--- config.mk ---
export PLATFORM = sky130hd
export DESIGN_NAME = pin_change_irq
export DESIGN_NICKNAME = d
export VERILOG_FILES = /design/src/verilog/pin_change_pkg.sv /design/src/verilog/pin_edge_detect.sv /design/src/verilog/pin_change_irq.sv
export SDC_FILE = /design/constraint.sdc
export NUM_CORES = 1
export LEC_CHECK = 0
export ABC_AREA = 1
export BUFFER_PORTS_ARGS = -buffer_cell sky130_fd_sc_hd__buf_2
export CAP_MARGIN = 20
export CORE_AREA = 2 2 78 80
export DETAILED_ROUTE_END_ITERATION = 8
export DIE_AREA = 0 0 80 82
export PLACE_DENSITY = 0.82
export SLEW_MARGIN = 10
export SYNTH_ARGS = -nofsm -noshare
export SYNTH_HDL_FRONTEND = slang
export SYNTH_SLANG_ARGS = --single-unit
--- constraint.sdc ---
create_clock -name hclk -period 3.7 [get_ports hclk]
set_input_delay 0.185 -clock hclk [delete_from_list [all_inputs] [get_ports hclk]]
set_output_delay 0.185 -clock hclk [all_outputs]
set_load 0.02 [all_outputs]
--- src/verilog/pin_change_pkg.sv ---
// Package with register map, field layout and carrier types of the pin change interrupt block.
package pin_change_pkg;

    localparam int unsigned PIN_COUNT        = 8;
    localparam int unsigned ADDR_W           = 4;

    // ========================================================================
    // Register byte offsets.
    // ========================================================================
    localparam logic [ADDR_W-1:0] OFS_RISE_EN = 4'h0;
    localparam logic [ADDR_W-1:0] OFS_FALL_EN = 4'h4;
    localparam logic [ADDR_W-1:0] OFS_FLAGS   = 4'h8;
    localparam logic [ADDR_W-1:0] OFS_CTRL    = 4'hc;

    // ========================================================================
    // Field positions and reset values.
    // ========================================================================
    localparam int unsigned CTRL_MASTER_EN_BIT = 0;
    localparam int unsigned CTRL_SUMMARY_BIT   = 1;
    localparam logic [7:0]  RISE_EN_RST        = 8'h00;
    localparam logic [7:0]  FALL_EN_RST        = 8'h00;
    localparam logic [7:0]  FLAGS_RST          = 8'h00;
    localparam logic        MASTER_EN_RST      = 1'b0;

    // ========================================================================
    // AHB-Lite encodings.
    // ========================================================================
    localparam logic [1:0]  HTRANS_NONSEQ = 2'h2;
    localparam logic [1:0]  HTRANS_SEQ    = 2'h3;
    localparam logic        HRESP_OKAY    = 1'b0;
    localparam logic [2:0]  HSIZE_WORD    = 3'h2;

    // Software write request for the flag register.
    typedef struct packed {
        logic       wr;
        logic [7:0] data;
    } flag_write_s;

    // Per-pin edge enables.
    typedef struct packed {
        logic [7:0] rise;
        logic [7:0] fall;
    } edge_enable_s;

endpackage

--- src/verilog/pin_edge_detect.sv ---
// Synchroniser and enabled edge detector for the port pins.
`timescale 1ns/10ps
`default_nettype none
module pin_edge_detect
    import pin_change_pkg::*;
#(
    parameter int unsigned WIDTH = 8
) (
    input  wire logic             hclk,     // System clock.
    input  wire logic             hresetn,  // Asynchronous reset, active low.
    input  wire logic [WIDTH-1:0] pins,     // Raw port pin levels.
    input  wire edge_enable_s     en,       // Rising and falling enables.
    output logic      [WIDTH-1:0] hit       // Enabled edge seen this cycle.
);

    logic [WIDTH-1:0] sync1_q, sync1_d;
    logic [WIDTH-1:0] sync2_q, sync2_d;
    logic [WIDTH-1:0] prev_q, prev_d;
    logic [2:0]       primed_q, primed_d;
    logic [WIDTH-1:0] rise, fall;

    // ========================================================================
    // Two-stage synchroniser and previous-sample register.
    // ========================================================================
    always_comb begin
        sync1_d = pins;
        sync2_d = sync1_q;
        prev_d  = sync2_q;
        // Edges count only once the previous-sample register holds a real pin level,
        // so a pin that sits high through reset does not fake a rising edge.
        primed_d = {primed_q[1:0], 1'b1};
    end

    always_ff @(posedge hclk or negedge hresetn) begin
        if (!hresetn) begin
            sync1_q <= '0;
            sync2_q <= '0;
            prev_q  <= '0;
            primed_q <= 3'h0;
        end else begin
            sync1_q <= sync1_d;
            sync2_q <= sync2_d;
            prev_q  <= prev_d;
            primed_q <= primed_d;
        end
    end

    // Edges qualify only through their own enable bit.
    always_comb begin
        rise = sync2_q & ~prev_q;
        fall = ~sync2_q & prev_q;
        hit  = ((rise & en.rise[WIDTH-1:0]) | (fall & en.fall[WIDTH-1:0])) & {WIDTH{primed_q[2]}};
    end

endmodule
`default_nettype wire

--- src/verilog/pin_change_irq.sv ---
// Pin edge change interrupt block with AHB-Lite register slave.
//
// Added by the designer: the AHB-Lite register port and the register addresses.
`timescale 1ns/10ps
`default_nettype none
module pin_change_irq
    import pin_change_pkg::*;
#(
    parameter int unsigned PINS = PIN_COUNT
) (
    input  wire logic            hclk,       // System clock, 125 MHz.
    input  wire logic            hresetn,    // Asynchronous reset, active low.
    input  wire logic            hsel,       // Slave select.
    input  wire logic [31:0]     haddr,      // Byte address.
    input  wire logic [1:0]      htrans,     // Transfer type.
    input  wire logic            hwrite,     // Write when high.
    input  wire logic [2:0]      hsize,      // Transfer size.
    input  wire logic [31:0]     hwdata,     // Write data.
    input  wire logic            hready,     // Bus ready in.
    output logic      [31:0]     hrdata,     // Read data.
    output logic                 hreadyout,  // Slave ready.
    output logic                 hresp,      // Response, always OKAY.
    input  wire logic [PINS-1:0] port_pin,   // Port pin levels.
    output logic                 irq,        // Interrupt request, level.
    output logic                 wake        // Wake from sleep, level.
);

    logic [7:0]        rise_en_q, rise_en_d;
    logic [7:0]        fall_en_q, fall_en_d;
    logic [PINS-1:0]   flags_q, flags_d;
    logic              master_en_q, master_en_d;
    logic              irq_q, irq_d;
    logic              wake_q, wake_d;
    logic              wr_pend_q, wr_pend_d;
    logic [ADDR_W-1:0] addr_q, addr_d;
    logic [31:0]       rdata_q, rdata_d;
    logic [PINS-1:0]   hit;
    logic              take;
    flag_write_s       fw;
    edge_enable_s      en;

    // Reads the values that the registers take at this edge, so a read right after a write sees the new data.
    function automatic logic [31:0] read_mux(input logic [ADDR_W-1:0] a);
        logic [31:0] v;
        v = 32'h0000_0000;
        case (a)
            OFS_RISE_EN: v[7:0] = rise_en_d;
            OFS_FALL_EN: v[7:0] = fall_en_d;
            OFS_FLAGS:   v[PINS-1:0] = flags_d;
            OFS_CTRL: begin
                v[CTRL_MASTER_EN_BIT] = master_en_d;
                v[CTRL_SUMMARY_BIT]   = |flags_d;
            end
            default:     v = 32'h0000_0000;
        endcase
        return v;
    endfunction

    // ========================================================================
    // Edge detection.
    // ========================================================================
    always_comb begin
        en.rise = rise_en_q;
        en.fall = fall_en_q;
    end

    pin_edge_detect #(
        .WIDTH (PINS)
    ) i_pin_edge_detect (
        .hclk    (hclk),
        .hresetn (hresetn),
        .pins    (port_pin),
        .en      (en),
        .hit     (hit)
    );

    // ========================================================================
    // AHB-Lite slave: zero wait states, write data applied in data phase.
    // ========================================================================
    always_comb begin
        take      = hsel && hready && (htrans == HTRANS_NONSEQ || htrans == HTRANS_SEQ);
        wr_pend_d = take && hwrite;
        addr_d    = take ? haddr[ADDR_W-1:0] : addr_q;
        fw.wr     = wr_pend_q && (addr_q == OFS_FLAGS);
        fw.data   = hwdata[7:0];
    end

    // ========================================================================
    // Register file and flags.
    // ========================================================================
    always_comb begin
        rise_en_d   = rise_en_q;
        fall_en_d   = fall_en_q;
        master_en_d = master_en_q;
        flags_d     = flags_q;
        if (wr_pend_q && addr_q == OFS_RISE_EN) begin
            rise_en_d = hwdata[7:0];
        end
        if (wr_pend_q && addr_q == OFS_FALL_EN) begin
            fall_en_d = hwdata[7:0];
        end
        if (wr_pend_q && addr_q == OFS_CTRL) begin
            master_en_d = hwdata[CTRL_MASTER_EN_BIT];
        end
        if (fw.wr) begin
            flags_d = fw.data[PINS-1:0];
        end
        flags_d = flags_d | hit;
        irq_d   = master_en_d && (|flags_d);
        wake_d  = master_en_d && (|flags_d);
    end

    // Read data is captured at the address-phase edge and stands for the data phase.
    always_comb begin
        rdata_d = (take && !hwrite) ? read_mux(haddr[ADDR_W-1:0]) : 32'h0000_0000;
    end

    always_ff @(posedge hclk or negedge hresetn) begin
        if (!hresetn) begin
            rise_en_q   <= RISE_EN_RST;
            fall_en_q   <= FALL_EN_RST;
            flags_q     <= FLAGS_RST[PINS-1:0];
            master_en_q <= MASTER_EN_RST;
            irq_q       <= 1'b0;
            wake_q      <= 1'b0;
            wr_pend_q   <= 1'b0;
            addr_q      <= '0;
            rdata_q     <= 32'h0000_0000;
        end else begin
            rise_en_q   <= rise_en_d;
            fall_en_q   <= fall_en_d;
            flags_q     <= flags_d;
            master_en_q <= master_en_d;
            irq_q       <= irq_d;
            wake_q      <= wake_d;
            wr_pend_q   <= wr_pend_d;
            addr_q      <= addr_d;
            rdata_q     <= rdata_d;
        end
    end

    always_comb begin
        hrdata    = rdata_q;
        hreadyout = 1'b1;
        hresp     = HRESP_OKAY;
        irq       = irq_q;
        wake      = wake_q;
    end

    // ========================================================================
    // Assertions.
    // ========================================================================
    property p_rise_sets;
        @(posedge hclk) disable iff (!hresetn)
        (hit != '0) |=> ((flags_q & $past(hit)) == $past(hit));
    endproperty
    a_rise_sets: assert property (p_rise_sets) else $error("Enabled edge did not set flag.");

    property p_fall_path;
        @(posedge hclk) disable iff (!hresetn)
        $fell(i_pin_edge_detect.sync2_q[0]) && fall_en_q[0] |-> hit[0];
    endproperty
    a_fall_path: assert property (p_fall_path) else $error("Falling edge not detected.");

    property p_no_enable;
        @(posedge hclk) disable iff (!hresetn)
        (hit & ~(rise_en_q[PINS-1:0] | fall_en_q[PINS-1:0])) == '0;
    endproperty
    a_no_enable: assert property (p_no_enable) else $error("Disabled pin flagged an edge.");

    property p_set_cause;
        @(posedge hclk) disable iff (!hresetn)
        !fw.wr |=> (flags_q & ~$past(flags_q) & ~$past(hit)) == '0;
    endproperty
    a_set_cause: assert property (p_set_cause) else $error("Flag set without enabled edge.");

    property p_sw_clear;
        @(posedge hclk) disable iff (!hresetn)
        fw.wr && hit == '0 |=> flags_q == $past(fw.data[PINS-1:0]);
    endproperty
    a_sw_clear: assert property (p_sw_clear) else $error("Software write not applied.");

    property p_set_wins;
        @(posedge hclk) disable iff (!hresetn)
        fw.wr && hit != '0 |=> (flags_q & $past(hit)) == $past(hit);
    endproperty
    a_set_wins: assert property (p_set_wins) else $error("Edge lost during clear.");

    property p_irq_gate;
        @(posedge hclk) disable iff (!hresetn)
        irq == (master_en_q && (flags_q != '0));
    endproperty
    a_irq_gate: assert property (p_irq_gate) else $error("Request without master enable.");

    property p_wake_flags;
        @(posedge hclk) disable iff (!hresetn)
        $rose(wake) |-> (flags_q != '0);
    endproperty
    a_wake_flags: assert property (p_wake_flags) else $error("Wake before flags updated.");

    property p_summary;
        @(posedge hclk) disable iff (!hresetn)
        take && !hwrite && haddr[ADDR_W-1:0] == OFS_CTRL |=> hrdata[CTRL_SUMMARY_BIT] == (|flags_q);
    endproperty
    a_summary: assert property (p_summary) else $error("Summary flag wrong.");

    c_irq:   cover property (@(posedge hclk) disable iff (!hresetn) $rose(irq));
    c_race:  cover property (@(posedge hclk) disable iff (!hresetn) fw.wr && hit != '0);
    c_clear: cover property (@(posedge hclk) disable iff (!hresetn) $fell(|flags_q));
    c_sum_read: cover property (@(posedge hclk) disable iff (!hresetn) take && !hwrite && haddr[ADDR_W-1:0] == OFS_CTRL);

endmodule
`default_nettype wire

==> reports/qor.yml, run 1 <==
power_and_ir_drop:
  power.share.combinational: 0.140
  p_clk_frac: 0.353
  p_sw_frac: 0.269
  pwr-share-seq: 0.508
  p_per_area_nw_per_um2: 534
  p_leak_nw: 1.69
  p_int_mw: 1.27
  switchingPower_mw: 0.466
  vdd_drop_max_mv: 0.247
  power_mw: 1.73
run_status:
  failed_checks: "hold timing"
  status: "finished, violations left"
global_routing:
  grt_overflow_total: 0
  grt_pass1_vias: 1874
  track_usage: 0.175
  antenna_found_initial: 0
  grt_max_degree: 44
  grt_pass1_wl_um: 8420
place:
  postPlaceCellArea_um2: 2970
  place_hpwl_um: 3450
  gp_congestion: 0.810
  io_buffers: 35
  placed_cells: 414
job:
  max_cap_viol_count: 0
clocking:
  tritoncts: "yes"
  clock_sinks: 66
  clock_latency_ns: 0.33
  cts_setup_buffers: 0
  clkTransAtPathRegs_ns: 0.06
  htree_num_levels: 3
  clk_path_buf_depth: 2
  cts_root_buf: "clkbuf_8"
  numCtsBuffers: 9
setup_path:
  worstPathMaxFanout: 16
  end_kind: "flip-flop"
  cpPeakStageDelay_ns: 0.41
  crit_chain: "nor2_4, nand3_2, o21ai_0, nand2_1, nand2_1, a21oi_1, a21oi_1"
  worstSetupPathType: "reg -> reg"
  cp-start-kind: "flip-flop"
  rrSetupSlack_ns: 1.97
  arrival_ns: 1.98
  cp_slowest_cell: "dfrtp_1"
  required_ns: 3.95
timing:
  worstMarginPinSlew_ns: 0.943
  period_needed_ns: 1.73
  whs_ns: -0.0107
  slew_headroom: 0.371
  fin_worst_skew_ns: 0.00900
  setup_tns_ns: 0
  finalMaxSlewViolations: 0
  post-route-period-util: 0.468
  clock.fmax_ghz: 0.577
  rsz0062_at_grt: "false"
  finalSetupViolations: 0
  finalHoldViolations: 4
die:
  die_h_um: 82
  die_w_um: 80
  row_count: 28
  io_pins: 118
  initial_core_util: 0.493
  coreArea_um2: 5750
  dieArea_um2: 6560
yosys:
  async_flop_share: 1.00
  synth_cells: 309
  avgSynthCellArea_um2: 9.16
  ys_seq_elements: 66
  yosysUniqueCellTypes: 25
  synthSimpleGateAreaFrac: 0.209
  muxShareOfSynthArea: 0
  syn_area_um2: 2830
  synth_edf_count: 0
  synthAdderAreaFrac: 0
  synth_top_family_by_area: "simple AND/OR/NAND/NOR gates"
  yosysSeqAreaShare: 0.584
  synthFlopType: "dfrtp_1"
  synth_warnings: 0
  synth_xor_area_frac: 0
  synth-compound-area-share: 0.0672
detailed_routing:
  drtAntennaViolNets: 0
  drt_iter0_markers: 190
  drc: 0
  drtPass1Iterations: 5
  vias: 2016
  wl_per_cell_um: 11.7
  via_per_inst: 4.61
  wl_um: 5130
layout:
  antenna_cells: 0
  layoutNonFillerInstCount: 437
  fin_nets: 440
  area_delta_synth_final_pct: 14.9
  fin_area_um2: 3250
  mostFrequentLayoutCells: "nand2_1 (88), dfrtp_1 (66), inv_1 (40)"
  final_common_cell: "nand2_1"
  drive_above_1_share: 0.177
hold_path:
  holdCritPathClass: "in -> async"
==> path summary, 6_finish.rpt <==
| check | from | end | depth (start not counted) |
|---|---|---|---|
| min in group hclk | hwrite | wr_pend_q$_DFF_PN0_ | 3 |
| worst max register to register | addr_q[1]$_DFFE_PN0P_ | hrdata[1]$_DFF_PN0_ | 7 |
| worst min-delay path | hresetn | i_pin_edge_detect.sync1_q[7]$_DFF_PN0_ | 1 |
| max in group asynchronous | hresetn | rise_en_q[6]$_DFF_PN0_ | 2 |
| worst max-delay path | addr_q[1]$_DFFE_PN0P_ | hrdata[1]$_DFF_PN0_ | 7 |
| worst min register to register | i_pin_edge_detect.sync1_q[3]$_DFF_PN0_ | i_pin_edge_detect.prev_d[3]$_DFF_PN0_ | 0 |
==> metal layers <==
| layer | vias up | track usage | wire length (µm) |
|---|---|---|---|
| li1 | 1001 | - | - |
| met1 | 929 | 0.222 | 2250 |
| met2 | 75 | 0.264 | 2470 |
| met3 | 11 | 0.0538 | 318 |
| met4 | 0 | 0.107 | 102 |
| met5 | - | 0 | 0 |
==> what timing repair did <==
item,in CTS,in global routing
hold endpoints to repair,8,0
hold buffers,8,0
gates resized for setup,0,0
==> metrics by stage <==
stage	setup slack, ns	hold WS [ns]	util
floorplan	2.27	-0.111	-
global placement	2.00	0.293	0.517
detailed placement	1.96	0.294	0.517
CTS	1.94	0.0159	0.566
global route	1.77	0.0715	0.566
finish	1.97	-0.0107	0.566
==> synthesized netlist by cell type (2+ instances only) <==
library cell  count  area share
nand2_1          88        0.12
dfrtp_1          66        0.58
inv_1            40       0.053
buf_4            29       0.077
nor2_1           17       0.023
o21ai_0          17       0.030
nand3_1          13       0.023
o21ai_1           7       0.012
a31oi_1           6       0.013
a21oi_1           3      0.0053
nor3_2            3       0.011
conb_1            2      0.0027
nand2_2           2      0.0044
nand3_2           2      0.0071
nor2_2            2      0.0044
nor2_4            2      0.0080
nor3_1            2      0.0035
==> worst max-delay path: cells and delay by family, from the launching register on <==
| family | cells | cell delay, ns |
|---|---|---|
| AND/OR/NAND/NOR | 4 | 0.69 |
| AO/OA/AOI/OAI | 3 | 0.54 |
| flip-flops | 1 | 0.41 |
==> cells by family (layout without fill, tap and decap cells) <==
family | count (synthesis) | count (layout)
flops | 66 | 66
buf+inv | 73 | 101
other cells | 2 | 27
compound gates | 35 | 35
simple gates | 133 | 133
==> power groups by stage <==
stage / Sequential (mW) / Clock (mW) / Combinational, mW
2_1_floorplan: 0.881 / 0 / 0.194
3_3_place_gp: 0.887 / 0 / 0.224
3_5_place_dp: 0.892 / 0 / 0.233
4_1_cts: 0.880 / 0.629 / 0.241
5_1_grt: 0.893 / 0.661 / 0.282
6_report: 0.881 / 0.612 / 0.242
==> area by class of cell <==
class                           instances  area (µm²)
Clock inverter                          2        35.0
Fill cell                             515        2490
Tap cell                               75        93.8
Inverter                               42         158
Sequential cell                        66        1650
Multi-Input combinational cell        195         882
Timing Repair Buffer                   44         263
Clock buffer                           13         169
==> sequential cells by signal (all words and copies together) (netlist names) <==
register                    cells
addr_q                          4
i_pin_edge_detect.sync1_q       8
i_pin_edge_detect.primed_q      3
rise_en_q                       8
i_pin_edge_detect.prev_q        8
wr_pend_q                       1
master_en_q                     1
wake                            1
i_pin_edge_detect.prev_d        8
fall_en_q                       8
hrdata                          8
flags_q                         8
No activity file was read; power rests on OpenSTA's default activity.
==> inputs of run 2 (changes only) <==
--- a/config.mk
+++ b/config.mk
@@ -5,13 +5,13 @@
 export SDC_FILE = /design/constraint.sdc
 export NUM_CORES = 1
 export LEC_CHECK = 0
-export ABC_AREA = 1
+export ABC_AREA = 0
 export BUFFER_PORTS_ARGS = -buffer_cell sky130_fd_sc_hd__buf_2
 export CAP_MARGIN = 20
-export CORE_AREA = 2 2 78 80
+export CORE_AREA = 2 2 80 82
 export DETAILED_ROUTE_END_ITERATION = 8
-export DIE_AREA = 0 0 80 82
-export PLACE_DENSITY = 0.82
+export DIE_AREA = 0 0 82 84
+export PLACE_DENSITY = 0.78
 export SLEW_MARGIN = 10
 export SYNTH_ARGS = -nofsm -noshare
 export SYNTH_HDL_FRONTEND = slang
==> constraint.sdc (replaced) <==
create_clock -name hclk -period 1.7 [get_ports hclk]
set_input_delay 0.085 -clock hclk [delete_from_list [all_inputs] [get_ports hclk]]
set_output_delay 0.085 -clock hclk [all_outputs]
set_load 0.02 [all_outputs]
==> reports/qor.yml, run 2 <==
run_status:
  status: "finished, violations left"
  failed_checks: "setup timing"
clocking:
  htree_num_levels: 3
  clock_sinks: 66
  tritoncts: "yes"
  cts_root_buf: "clkbuf_8"
  clock_latency_ns: 0.35
  numCtsBuffers: 9
  clk_path_buf_depth: 2
  clkTransAtPathRegs_ns: 0.07
die:
  initial_core_util: 0.454
  coreArea_um2: 6100
  die_h_um: 84
  row_count: 29
  io_pins: 118
  dieArea_um2: 6890
  die_w_um: 82
layout:
  final_common_cell: "dfrtp_1"
  multi_input_area_um2: 1010
  mostFrequentLayoutCells: "dfrtp_1 (66), buf_2 (35), conb_1 (27)"
  antenna_cells: 0
  area_delta_synth_final_pct: 27.8
  fin_nets: 379
  fin_area_um2: 3530
  seq_area_um2: 1650
  finalCoreUtilization: 0.580
  layoutNonFillerInstCount: 379
  fillCellCount: 525
  drive_above_1_share: 0.361
power_and_ir_drop:
  p_leak_nw: 1.67
  vdd_drop_max_mv: 0.704
  p_per_area_nw_per_um2: 1160
  power_mw: 4.10
timing:
  period_needed_ns: 1.80
  post-route-period-util: 1.06
  worst_slack_ns: -0.0971
  slew_headroom: 0.514
  fin_worst_skew_ns: 0.00653
  clock.fmax_ghz: 0.556
  finalSetupViolations: 8
  worstMarginPinSlew_ns: 0.729
  finalMaxSlewViolations: 0
  finalHoldViolations: 0
  rsz0062_at_grt: "true"
setup_path:
  worstPathMaxFanout: 8
  end_kind: "flip-flop"
  cp-start-kind: "flip-flop"
  crit_chain: "nor3b_4, nand2_4, a221oi_4, and2_4, a2bb2oi_2, o22ai_1"
  timing.reg2reg.worst_path_depth: 6
  crit_path_start: "addr_q[0]$_DFFE_PN0P_"
  cpPeakStageDelay_ns: 0.43
  worstSetupPathType: "reg -> reg"
  setup.worst_path.end: "hrdata[1]$_DFF_PN0_"
  reg2reg_to: "hrdata[1]$_DFF_PN0_"
  rrSetupSlack_ns: -0.1
  cp_slowest_cell: "dfrtp_1"
  required_ns: 1.93
  reg2reg_from: "addr_q[0]$_DFFE_PN0P_"
  arrival_ns: 2.02
yosys:
  yosysSeqAreaShare: 0.597
  synth_edf_count: 0
  synthFlopType: "dfrtp_1"
  synth_warnings: 0
  synth_most_common_cell: "dfrtp_1"
  syn_area_um2: 2770
  avgSynthCellArea_um2: 12.4
  async_flop_share: 1.00
  yosysUniqueCellTypes: 31
  synth.top_cells.by_count: "dfrtp_1 (66), buf_4 (28), nand2_1 (23), mux2_2 (13), inv_1 (11)"
  ys_seq_elements: 66
  synth_cells: 224
  yosys.area.top_type_share: 0.597
  yosys.area.top_type: "dfrtp_1"
  synthTopCellsByArea: "dfrtp_1 (60%), buf_4 (7.6%), mux2_2 (5.3%), a221oi_2 (4.3%), nand2_1 (3.1%)"
detailed_routing:
  drc: 0
  wl_um: 5510
  vias: 1826
  drt_iter0_markers: 94
  wl_per_cell_um: 14.5
  drtPass1Iterations: 4
  via_per_inst: 4.82
  drtAntennaViolNets: 0
place:
  postPlaceCellArea_um2: 3080
  gp_congestion: 0.800
  io_buffers: 35
  place_hpwl_um: 3700
  placed_cells: 349
job:
  max_cap_viol_count: 0
hold_path:
  holdCritPathClass: "in -> reg"
global_routing:
  grt_max_degree: 67
  antenna_found_initial: 0
  grt_overflow_total: 0
  grt_pass1_wl_um: 8840
  grt_pass1_vias: 1817
  track_usage: 0.178
-- run 2: cell count changes after synthesis, sizes merged, moves of 6 or more --
cell / previous run / this run
o211ai: 0 / 8
and3: 0 / 9
a221oi: 0 / 8
nand3b: 0 / 8
nand2: 90 / 25
inv: 41 / 11
nor2: 21 / 4
o21ai: 25 / 10
mux2: 0 / 19
a31oi: 6 / 0
nand3: 16 / 3
-- run 2: logic make-up (layout without fill, tap and decap cells) --
kind of cell / count (synthesis) / in the layout / share of synthesized area
simple gates: 56 / 56 / 0.116
buf+inv: 45 / 98 / 0.100
other cells: 2 / 27 / 0.00271
mux: 20 / 20 / 0.0810
flops: 66 / 66 / 0.597
compound gates: 35 / 35 / 0.104
-- run 2: report_power, final --
part,internal (mW),switching [mW]
sequential,1.77,0.129
combinational,0.367,0.326
clock,0.912,0.597
total,3.05,1.05
-- run 2: worst min-delay path by stage --
stage / start / endpoint / slack (ns) / depth (start not counted)
global placement: hresetn / i_pin_edge_detect.prev_q[5]$_DFF_PN0_ / 0.13 / 2
finish: hwdata[6] / fall_en_q[6]$_DFF_PN0_ / 0.02 / 2
global route: hwdata[4] / fall_en_q[4]$_DFF_PN0_ / 0.01 / 2
detailed placement: hresetn / i_pin_edge_detect.prev_d[7]$_DFF_PN0_ / 0.13 / 2
floorplan: hresetn / addr_q[0]$_DFFE_PN0P_ / -0.21 / 0
CTS: hwdata[4] / fall_en_q[4]$_DFF_PN0_ / 0.006 / 2
-- run 2: metal layers --
layer / vias up / share of wire / GRT usage
met5: - / 0 / 0
met4: 0 / 0.022 / 0.0758
met3: 13 / 0.067 / 0.0747
met2: 55 / 0.49 / 0.266
met1: 889 / 0.43 / 0.226
li1: 869 / - / -
-- run 2: through the flow --
stage	hold slack (ns)	setup slack (ns)	TNS, ns
after floorplan	-0.211	0.00489	0
after detailed placement	0.132	-0.0794	-0.428
after global placement	0.129	-0.0304	-0.105
after global routing	0.0130	-0.180	-1.24
after CTS	0.00624	-0.0728	-0.294
final	0.0187	-0.0971	-0.448
-- run 2: cell type report --
type                    instances  area share
well taps                      77      0.0273
clock inverters                 5      0.0241
repair buffers                 70       0.140
inverters                      12      0.0127
flip-flops and latches         66       0.467
multi-input cells             138       0.286
clock buffers                  11      0.0428
-- run 2: timing repair --
item,in CTS,in global routing
gates resized for setup,4,6
endpoints found under the setup margin,9,9
setup buffers,0,1
hold buffers,13,0
endpoints found under the hold margin,78,0
pin swaps,7,12
-- run 2: worst max-delay path, delay by kind of cell, from the launching register on --
| family | cells | cell delay (ns) |
|---|---|---|
| AOI/OAI and AO/OA | 3 | 0.58 |
| DFF | 1 | 0.43 |
| and+or+nand+nor | 3 | 0.66 |
